`config.mk`:
```
export PLATFORM = sky130hd
export DESIGN_NAME = config_loader
export DESIGN_NICKNAME = d
export VERILOG_FILES = /design/src/design/spi_shifter.v /design/src/design/config_loader.v
export VERILOG_INCLUDE_DIRS = /design/src /design/src/inc
export SDC_FILE = /design/constraint.sdc
export NUM_CORES = 1
export LEC_CHECK = 0
export CORE_ASPECT_RATIO = 1.25
export CORE_MARGIN = 2
export CORE_UTILIZATION = 35
export CTS_BUF_LIST = sky130_fd_sc_hd__clkbuf_8
export DETAILED_ROUTE_END_ITERATION = 7
export DONT_BUFFER_PORTS = 1
export GPL_TIMING_DRIVEN = 0
export HOLD_SLACK_MARGIN = 0.15
export PLACE_DENSITY = 0.62
export SLEW_MARGIN = 20
export SYNTH_ARGS = -nofsm -noshare
export SYNTH_HDL_FRONTEND = slang
export SYNTH_SLANG_ARGS = --single-unit
```
`constraint.sdc`:
```
create_clock -name sys_clk -period 2.6 [get_ports sys_clk]
set_input_delay 0 -clock sys_clk [delete_from_list [all_inputs] [get_ports sys_clk]]
set_output_delay 0 -clock sys_clk [all_outputs]
set_load 0.01 [all_outputs]
```
`src/inc/cfg_loader_defines.vh`:
```
`ifndef CFG_LOADER_DEFINES_VH
`define CFG_LOADER_DEFINES_VH
// Serial clock: half period in sys_clk cycles (oscillator default rate)
`define SCK_HALF_DEFAULT 8'h04
`define SCK_HALF_FAST 8'h01
// Commands
`define CMD_WAKE 8'hab
`define CMD_READ 8'h03
`define IMAGE_ADDR 24'h000000
// Gap after wake command: 10 us at 25 MHz, rounded up
`define GAP_NS 10000
`define CLK_NS 40
`define GAP_CYCLES ((`GAP_NS + `CLK_NS - 1) / `CLK_NS)
// Reset pulse: 200 ns at 25 MHz, rounded up
`define RST_NS 200
`define RST_CYCLES ((`RST_NS + `CLK_NS - 1) / `CLK_NS)
// Bits in read header: command plus address
`define READ_BITS 6'd32
`define WAKE_BITS 6'd8
`endif

```
`src/design/spi_shifter.v`:
```
`timescale 1ns/1ps
`include "cfg_loader_defines.vh"
module spi_shifter
(
    input wire sys_clk,
    input wire resetn,
    input wire start,
    input wire [31:0] word,
    input wire [5:0] nbits,
    input wire [7:0] half,
    input wire hold,
    output reg sck,
    output reg mosi,
    output reg done,
    output reg fall
)
;
    reg [31:0] shreg;
    reg [5:0] left;
    reg [7:0] div;
    reg busy;
    always @(posedge sys_clk or negedge resetn)
    begin
        if (!resetn)
        begin
            shreg <= 32'h00000000;
            left <= 6'h00;
            div <= 8'h00;
            busy <= 1'b0;
            sck <= 1'b0;
            mosi <= 1'b0;
            done <= 1'b0;
            fall <= 1'b0;
        end
        else
        begin
            done <= 1'b0;
            fall <= 1'b0;
            if (start && !busy)
            begin
                busy <= 1'b1;
                shreg <= word << 1;
                mosi <= word[31];
                left <= nbits;
                div <= 8'h00;
                sck <= 1'b0;
            end
            else if (busy)
            begin
                // Equal high and low phases from one divider
                // Compare is >= so a rate change mid-phase never waits for a wrap
                if (div >= half - 8'h01)
                begin
                    div <= 8'h00;
                    if (!sck)
                    begin
                        sck <= 1'b1;
                        if (left != 6'h00)
                            left <= left - 6'h01;
                    end
                    else if (left == 6'h00 && !hold)
                    begin
                        sck <= 1'b0;
                        busy <= 1'b0;
                        done <= 1'b1;
                    end
                    else
                    begin
                        // Data moves on the falling edge
                        sck <= 1'b0;
                        fall <= 1'b1;
                        mosi <= shreg[31];
                        shreg <= shreg << 1;
                    end
                end
                else
                begin
                    div <= div + 8'h01;
                end
            end
        end
    end
endmodule

```
`src/design/config_loader.v`:
```
`timescale 1ns/1ps
`include "cfg_loader_defines.vh"
module config_loader
(
    input wire sys_clk,
    input wire resetn,
    input wire config_reset_n,
    input wire jtag_trst_n,
    input wire jtag_cfg_done,
    input wire spi_sel_in,
    input wire spi_si,
    input wire fast_osc_req,
    input wire image_end,
    output reg spi_sel_out,
    output reg spi_sel_oe,
    output reg spi_sck,
    output reg spi_so,
    output reg config_done,
    output reg slave_mode,
    output reg read_active,
    output reg [7:0] read_data,
    output reg read_valid
)
;
    localparam S_RESET = 3'd0;
    localparam S_MODE = 3'd1;
    localparam S_WAKE = 3'd2;
    localparam S_GAP = 3'd3;
    localparam S_READ = 3'd4;
    localparam S_DATA = 3'd5;
    localparam S_DONE = 3'd6;
    localparam S_SLAVE = 3'd7;

    // ------------------------------------------------------------
    // Input synchronisers
    // ------------------------------------------------------------
    reg [4:0] sync1;
    reg [4:0] sync2;
    always @(posedge sys_clk or negedge resetn)
    begin
        if (!resetn)
        begin
            sync1 <= 5'h01;
            sync2 <= 5'h01;
        end
        else
        begin
            sync1 <= {image_end, jtag_cfg_done, jtag_trst_n, spi_sel_in, config_reset_n};
            sync2 <= sync1;
        end
    end
    wire crst_s = sync2[0];
    wire sel_s = sync2[1];
    wire trst_s = sync2[2];
    wire jdone_s = sync2[3];
    wire iend_s = sync2[4];

    // ------------------------------------------------------------
    // Reset sources
    // ------------------------------------------------------------
    reg [7:0] low_cnt;
    reg cold;
    always @(posedge sys_clk or negedge resetn)
    begin
        if (!resetn)
        begin
            low_cnt <= 8'h00;
            cold <= 1'b1;
        end
        else
        begin
            cold <= 1'b0;
            if (!crst_s)
            begin
                if (low_cnt != 8'hff)
                    low_cnt <= low_cnt + 8'h01;
            end
            else
            begin
                // Short glitches below the minimum pulse are ignored
                if (low_cnt >= (`RST_CYCLES))
                    cold <= 1'b1;
                low_cnt <= 8'h00;
            end
        end
    end
    // Held reset also covers a slow PROM kept waiting outside
    wire held = !crst_s && low_cnt >= (`RST_CYCLES);
    // Power-on (resetn), reset pin, and JTAG test reset all clear logic
    wire soft_rst = held || cold || trst_s;

    // ------------------------------------------------------------
    // Sequencer
    // ------------------------------------------------------------
    reg [2:0] state;
    reg [13:0] gap;
    reg start;
    reg [31:0] word;
    reg [5:0] nbits;
    reg hold;
    reg fast;
    reg [7:0] shin;
    reg [2:0] bitc;
    wire sck_w;
    wire mosi_w;
    wire sh_done;
    wire [7:0] half = fast ? `SCK_HALF_FAST : `SCK_HALF_DEFAULT;
    reg sck_d;

    spi_shifter u_shift
    (
        .sys_clk(sys_clk),
        .resetn(resetn),
        .start(start),
        .word(word),
        .nbits(nbits),
        .half(half),
        .hold(hold),
        .sck(sck_w),
        .mosi(mosi_w),
        .done(sh_done),
        .fall()
    );

    always @(posedge sys_clk or negedge resetn)
    begin
        if (!resetn)
        begin
            state <= S_RESET;
            gap <= 14'h0000;
            start <= 1'b0;
            word <= 32'h00000000;
            nbits <= 6'h00;
            hold <= 1'b0;
            fast <= 1'b0;
            shin <= 8'h00;
            bitc <= 3'h0;
            sck_d <= 1'b0;
            spi_sel_out <= 1'b1;
            spi_sel_oe <= 1'b0;
            spi_sck <= 1'b0;
            spi_so <= 1'b0;
            config_done <= 1'b0;
            slave_mode <= 1'b0;
            read_active <= 1'b0;
            read_data <= 8'h00;
            read_valid <= 1'b0;
        end
        else if (soft_rst)
        begin
            state <= S_RESET;
            start <= 1'b0;
            hold <= 1'b0;
            fast <= 1'b0;
            spi_sel_out <= 1'b1;
            spi_sel_oe <= 1'b0;
            spi_sck <= 1'b0;
            spi_so <= 1'b0;
            config_done <= 1'b0;
            slave_mode <= 1'b0;
            read_active <= 1'b0;
            read_valid <= 1'b0;
        end
        else
        begin
            start <= 1'b0;
            read_valid <= 1'b0;
            sck_d <= sck_w;
            spi_sck <= sck_w;
            spi_so <= mosi_w;
            case (state)
                S_RESET:
                    state <= S_MODE;
                S_MODE:
                begin
                    if (sel_s)
                    begin
                        spi_sel_oe <= 1'b1;
                        spi_sel_out <= 1'b0;
                        word <= {`CMD_WAKE, 24'h000000};
                        nbits <= `WAKE_BITS;
                        hold <= 1'b0;
                        start <= 1'b1;
                        state <= S_WAKE;
                    end
                    else
                    begin
                        slave_mode <= 1'b1;
                        state <= S_SLAVE;
                    end
                end
                S_WAKE:
                begin
                    // Input ignored during the wake command
                    if (sh_done)
                    begin
                        spi_sel_out <= 1'b1;
                        gap <= 14'h0000;
                        state <= S_GAP;
                    end
                end
                S_GAP:
                begin
                    if (gap >= (`GAP_CYCLES) - 1)
                    begin
                        spi_sel_out <= 1'b0;
                        gap <= 14'h0000;
                        word <= {`CMD_READ, `IMAGE_ADDR};
                        nbits <= `READ_BITS;
                        hold <= 1'b1;
                        start <= 1'b1;
                        state <= S_READ;
                    end
                    else
                        gap <= gap + 14'h0001;
                end
                S_READ:
                begin
                    // Gap counter reused to count header clocks
                    if (sck_w && !sck_d && !start)
                    begin
                        gap <= gap + 14'h0001;
                        if (gap == {8'h00, `READ_BITS} - 14'h0001)
                        begin
                            read_active <= 1'b1;
                            state <= S_DATA;
                        end
                    end
                    bitc <= 3'h0;
                end
                S_DATA:
                begin
                    // Sample on rising edge
                    if (sck_w && !sck_d)
                    begin
                        shin <= {shin[6:0], spi_si};
                        bitc <= bitc + 3'h1;
                        if (bitc == 3'h7)
                        begin
                            read_data <= {shin[6:0], spi_si};
                            read_valid <= 1'b1;
                        end
                    end
                    if (fast_osc_req)
                        fast <= 1'b1;
                    if (iend_s)
                        hold <= 1'b0;
                    // Let the shifter end its clock so no high phase is cut short
                    if (!hold && sh_done)
                    begin
                        spi_sel_out <= 1'b1;
                        read_active <= 1'b0;
                        config_done <= 1'b1;
                        state <= S_DONE;
                    end
                end
                S_DONE:
                    spi_sel_oe <= 1'b0;
                S_SLAVE:
                begin
                    // Alternate load through boundary scan
                    if (jdone_s)
                    begin
                        config_done <= 1'b1;
                        state <= S_DONE;
                    end
                end
                default:
                    state <= S_RESET;
            endcase
        end
    end
endmodule

```
; After elaboration in Yosys (flattened, before gate mapping)
; Index checks and enable logic that the tools add are counted.
[op_classes]
add_sub_neg = 6
n_lt_le_gt_ge = 3
n_eq_ne = 26
n_mux = 95
bitwise = 1
n_reduce_logical = 49
[op_table]
columns = cell, count
row1 = $mux W32, 7
row2 = $pmux W32 S2, 1
row3 = $mux W1, 52
row4 = $mux W14, 3
row5 = $mux W6, 7
row6 = $pmux W14 S3, 1
row7 = $mux W8, 5
row8 = $mux W3, 10
row9 = $reduce_and A4 Y1, 7
row10 = $ne A3 B3 Y1 const B, 7
row11 = $pmux W3 S7, 1
row12 = $reduce_bool A2 Y1, 10
row13 = $add A8 B1 Y8 const B, 2
row14 = $eq A3 B3 Y1 const B, 5
row15 = $add A14 B1 Y14 const B, 1
row16 = $eq A14 B5 Y1 const B, 1
row17 = $ge A14 B8 Y1 const B, 1
row18 = $pmux W6 S2, 1
row19 = $reduce_bool A3 Y1, 4
row20 = $ne A2 B2 Y1 const B, 5
row21 = $reduce_and A3 Y1, 3
row22 = $ge A8 B3 Y1 const B, 1
row23 = $ge A8 B8 Y1, 1
row24 = $ne A8 B8 Y1 const B, 1
row25 = 24 further kinds, 43
[totals]
reg_bits = 154
in_bits = 9
output_inout_bits = 16
wordCells = 210

; Longest topological paths before layout
[depth]
word_depth = 7
depth_mapped = 8
ltp_nobuf = 7

; Hierarchy
; A second synthesis with hierarchy kept.
[unflattened]
hier_cells = 624
hier_area_um2 = 6291.0
[by_module_without_submodules]
columns = module, n_inst, cells_each, area_each_um2, seq_area_each_um2
row1 = config_loader, 1, 297, 3249.4, 1731.7
row2 = spi_shifter, 1, 327, 3041.7, 1251.2

; Least setup slack after synthesis
; Ideal clock, no wire load.
[synth_path]
path_kind = reg-to-reg
from = register low_cnt[7]
to = register read_data[0]
setup_ns = 0.125
arrival_time_ns = 2.415
required_time_ns = 2.475
path_slack_ns = 0.060
stages_incl_launch_ff = 7
path_buffers = 1
period_less_slack_ns = 2.540
path_cell_list = dfrtp_1 or4_1 a211o_1 a21o_1 or4_4 buf_6 mux2_4
[synth_between]
elab_chain_len = 6
[synth_rtl]
columns = element, line_no
row1 = "start, declared", config_loader.v:61  ; reg [7:0] low_cnt;
row2 = "start signal, assigned", config_loader.v:76  ; low_cnt <= low_cnt + 8'h01;
row3 = $ge A8 B3 Y1, config_loader.v:88  ; wire held = !crst_s && low_cnt >= (`RST_CYCLES);
row4 = $logic_and A1 B1 Y1, config_loader.v:88
row5 = $logic_or A1 B1 Y1 (2 in series), config_loader.v:90  ; wire soft_rst = held || cold || trst_s;
row6 = $not A1 Y1 (no source line), -
row7 = $reduce_and A4 Y1 (no source line), -
row8 = "end signal, assigned", config_loader.v:240  ; read_data <= {shin[6:0], spi_si};
row9 = "end, declared", config_loader.v:21  ; output reg [7:0] read_data,
; No other way between the ends.
; A chain may end at the register's enable or synchronous reset.

; Worst setup path after layout
[layout_path]
from = register low_cnt[6]
to = register read_data[4]
; Same word-level chain as after synthesis.

==> results.sh <==
export IMPL_outcome="finished, final reports clean"
export IMPL_seqPwrFrac=0.523
export IMPL_worstPathRequired_ns=2.85
export IMPL_core_area_sq_um=12100
export IMPL_grt_pass1_vias=3078
export IMPL_io_buffers=0
export IMPL_critPathLaunchType="flop"
export IMPL_rsz0062_at_grt="true"
export IMPL_fin_area_sq_um=4840
export IMPL_antenna_found_initial=0
export IMPL_synth_seq_area_share=0.546
export IMPL_vias_per_cell=5.19
export IMPL_fmax_mhz=390
export IMPL_hold_viol_final=0
export IMPL_final_cells=590
export IMPL_drc=0
export IMPL_final_fill_count=1180
export IMPL_fp_row_count=45
export IMPL_wl_per_cell_microns=14.1
export IMPL_firstDrtPassIters=4
export IMPL_cts_sinks=94
export IMPL_worstPathMaxFanout=8
export IMPL_power_leakage_nw=2.23
export IMPL_synth_ff_type="dfrtp_1"
export IMPL_p_clk_frac=0.236
export IMPL_power_density_nw_per_um2=744
export IMPL_drt_total_wl_mm=8.32
export IMPL_setup_viol=0
export IMPL_numCtsBuffers=9
export IMPL_io_pins=25
export IMPL_dp_hpwl_mm=5.69
export IMPL_synthesis_nets=421
export IMPL_dieArea_sq_um=13300
export IMPL_worstSkewPairLatency_ns=0.36
export IMPL_cts_tree="built"
export IMPL_fp_dieH_microns=128
export IMPL_htree_levels=3
export IMPL_placedCellCount=564
export IMPL_gp_congestion=0.840
export IMPL_dpl_worst_slack_ns=-0.345
export IMPL_max_cap_violations=0
export IMPL_p_int_w=0.00244
export IMPL_synth_edff_count=0
export IMPL_nNetsFinal=442
export IMPL_async_flop_share=1.00
export IMPL_yosysUniqueCellTypes=55
export IMPL_synthCells=400
export IMPL_grt_use_total=0.137
export IMPL_p_switching_w=0.00117
export IMPL_placed_area_sq_um=4520
export IMPL_ant_nets=0
export IMPL_vias=3062
export IMPL_synth_area_sq_um=4320
export IMPL_overflow=0
export IMPL_drtIter0Drc=178
export IMPL_clockBufferDepth=2
export IMPL_cp_end_kind="flop"
export IMPL_diodes=0
export IMPL_min_period_ns=2.56
export IMPL_min_delay_path_class="primary input to flop"
export IMPL_worstSetupPathType="flop to flop"
export IMPL_ir_drop_mv=0.374
export IMPL_grt_pass1_wl_mm=14.3
export IMPL_comb_power_share=0.240
export IMPL_syn_to_final_growth_pct=12.2
export IMPL_ys_warn_count=0
export IMPL_dieWidth_microns=103
export IMPL_initial_core_util=0.357
export IMPL_slew_viol_final=0
export IMPL_layout_setup_ws_ns=0.0388
export IMPL_syn_area_per_cell_sq_um=10.8
export IMPL_fin_skew_ns=0.00874
export IMPL_slew_headroom=0.581
export IMPL_path_clk_slew_ns=0.09
export IMPL_crit_arrival_ns=2.81
export IMPL_finalCritPeriodShare=0.985
export IMPL_synth_seq_cells=94
export IMPL_cts_root_buf="clkbuf_8"
export IMPL_grt_max_degree=95
export IMPL_switching_share=0.324
export IMPL_drive_gt1_frac=0.115
export IMPL_worst_pin_slew_ns=0.626
what timing repair did:
| action | 4_1_cts | 5_1_grt |
|---|---|---|
| gates resized for setup | 4 | 5 |
| hold endpoints to repair | 102 | 0 |
| pin swaps | 1 | 1 |
| hold buffers | 9 | 0 |
| buffers inserted | 1 | 2 |
| setup endpoints to repair | 30 | 28 |
final cells by class:
type                            instances  area [sq um]  share of cell area
Timing Repair Buffer                   12           130              0.0269
Clock inverter                          6          31.3             0.00646
Clock buffer                           10           138              0.0284
Buffer                                 13          51.3              0.0106
Tap cell                              164           205              0.0424
Sequential cell                        94          2360               0.487
Multi-Input combinational cell        274          1870               0.386
Inverter                               17          63.8              0.0132
per-layer routing:
| layer | track usage | wire [microns] | up-vias |
|---|---|---|---|
| met4 | 0.0503 | 125 | 0 |
| met3 | 0.0327 | 277 | 10 |
| met1 | 0.184 | 4000 | 1533 |
| met2 | 0.214 | 3920 | 45 |
| li1 | - | - | 1474 |
| met5 | 0 | 0 | - |
critical path, cell delays in order (launching register included):
cell	delay, ns
dfrtp_1	0.41
or4_1	0.52
a211o_4	0.32
a21o_4	0.24
or4_4	0.62
mux2_4	0.33
power groups by stage:
stage          Clock, W  Combinational [W]  Sequential, W
4_1_cts        0.000889           0.000875        0.00189
6_report       0.000852           0.000867        0.00189
5_1_grt        0.000949            0.00101        0.00192
2_1_floorplan         0           0.000669        0.00186
3_3_place_gp          0           0.000790        0.00190
3_5_place_dp          0           0.000820        0.00191
flip-flops by register name, indices dropped and copies added, names as in the netlist, 2 cells and up:
| register | flops |
|---|---|
| u_shift.left | 6 |
| u_shift.shreg | 7 |
| gap | 14 |
| shin | 7 |
| sync2 | 5 |
| bitc | 3 |
| read_data | 8 |
| low_cnt | 8 |
| u_shift.div | 8 |
| state | 3 |
| sync1 | 5 |
| word | 2 |
Yosys cell counts (2+ instances only):
| cell type | n | area share |
|---|---|---|
| and4_1 | 2 | 0.0041 |
| clkbuf_1 | 12 | 0.010 |
| or4_1 | 2 | 0.0035 |
| o31ai_1 | 3 | 0.0052 |
| or2_2 | 3 | 0.0043 |
| nand2_1 | 26 | 0.023 |
| inv_1 | 17 | 0.015 |
| dfrtp_1 | 90 | 0.52 |
| o21ai_0 | 24 | 0.028 |
| or3_1 | 2 | 0.0029 |
| and3_1 | 9 | 0.013 |
| o22ai_1 | 3 | 0.0043 |
| a32oi_1 | 2 | 0.0041 |
| xor2_1 | 5 | 0.010 |
| a211oi_1 | 3 | 0.0052 |
| mux2i_1 | 9 | 0.021 |
| a21oi_1 | 21 | 0.024 |
| nand3_1 | 12 | 0.014 |
| o32a_1 | 2 | 0.0046 |
| buf_1 | 2 | 0.0017 |
| nand2b_1 | 3 | 0.0043 |
| and2_1 | 10 | 0.014 |
| dfstp_2 | 4 | 0.024 |
| a22o_1 | 11 | 0.022 |
| a2bb2oi_1 | 2 | 0.0041 |
| nor3_1 | 11 | 0.013 |
| nor2_1 | 33 | 0.029 |
| nor4_1 | 5 | 0.0072 |
| a21o_1 | 2 | 0.0035 |
| nor2b_1 | 12 | 0.017 |
| nand4_1 | 5 | 0.0072 |
| xnor2_1 | 2 | 0.0041 |
| mux2_4 | 8 | 0.028 |
| ha_1 | 12 | 0.035 |
| mux2_2 | 8 | 0.021 |
| o2bb2ai_1 | 2 | 0.0041 |
| o211ai_1 | 2 | 0.0035 |
| o211a_1 | 2 | 0.0046 |
placed cells by master, fill, tap and decap left out, drive strengths merged, types with 4 or more instances in the layout:
master       netlist  final
dlygate4sd3        0      8
xor2               5      5
a21oi             21     21
nor2b             12     12
and3               9      9
a22o              11     11
inv               17     20
ha                12     12
o21ai             24     24
nor3              11     11
nor2              33     33
dfstp              4      4
clkbuf            12     22
buf                3      5
mux2              16     16
mux2i              9      9
nand3             12     12
nor4               5      5
nand2             26     26
and2              10     10
nand4              5      5
dfrtp             90     90
cell families after synthesis:
kind of cell	synth area share
adder cells (fa/ha/maj)	0.0348
AND/OR/NAND/NOR	0.169
XOR/XNOR	0.0142
buffers and inverters	0.0295
flip-flops	0.546
multiplexers	0.0695
AO/OA/AOI/OAI	0.137
metrics by stage:
step                hold slack (ns)  utilization  power (W)  setup TNS, ns
detailed placement           -0.292        0.374    0.00273          -3.43
floorplan                    -0.296            -    0.00253              0
global route                  0.153        0.400    0.00388       -0.00713
global placement             -0.291        0.374    0.00269          -2.98
CTS                           0.152        0.400    0.00365              0
finish                        0.170        0.400    0.00361              0
worst paths after layout:
kind,depth (start not counted),to,startpoint,slack [ns]
max in group asynchronous,2,sync2[0],resetn,2.01
worst max-delay path,5,read_data[4],low_cnt[6],0.04
worst min-delay path,1,sync1[0],config_reset_n,0.17
min in group asynchronous,2,read_data[1],resetn,0.18
worst max register to register,5,read_data[4],low_cnt[6],0.04
worst min register to register,0,sync2[1],sync1[1],0.35
Power figures use the tool's default switching activity.
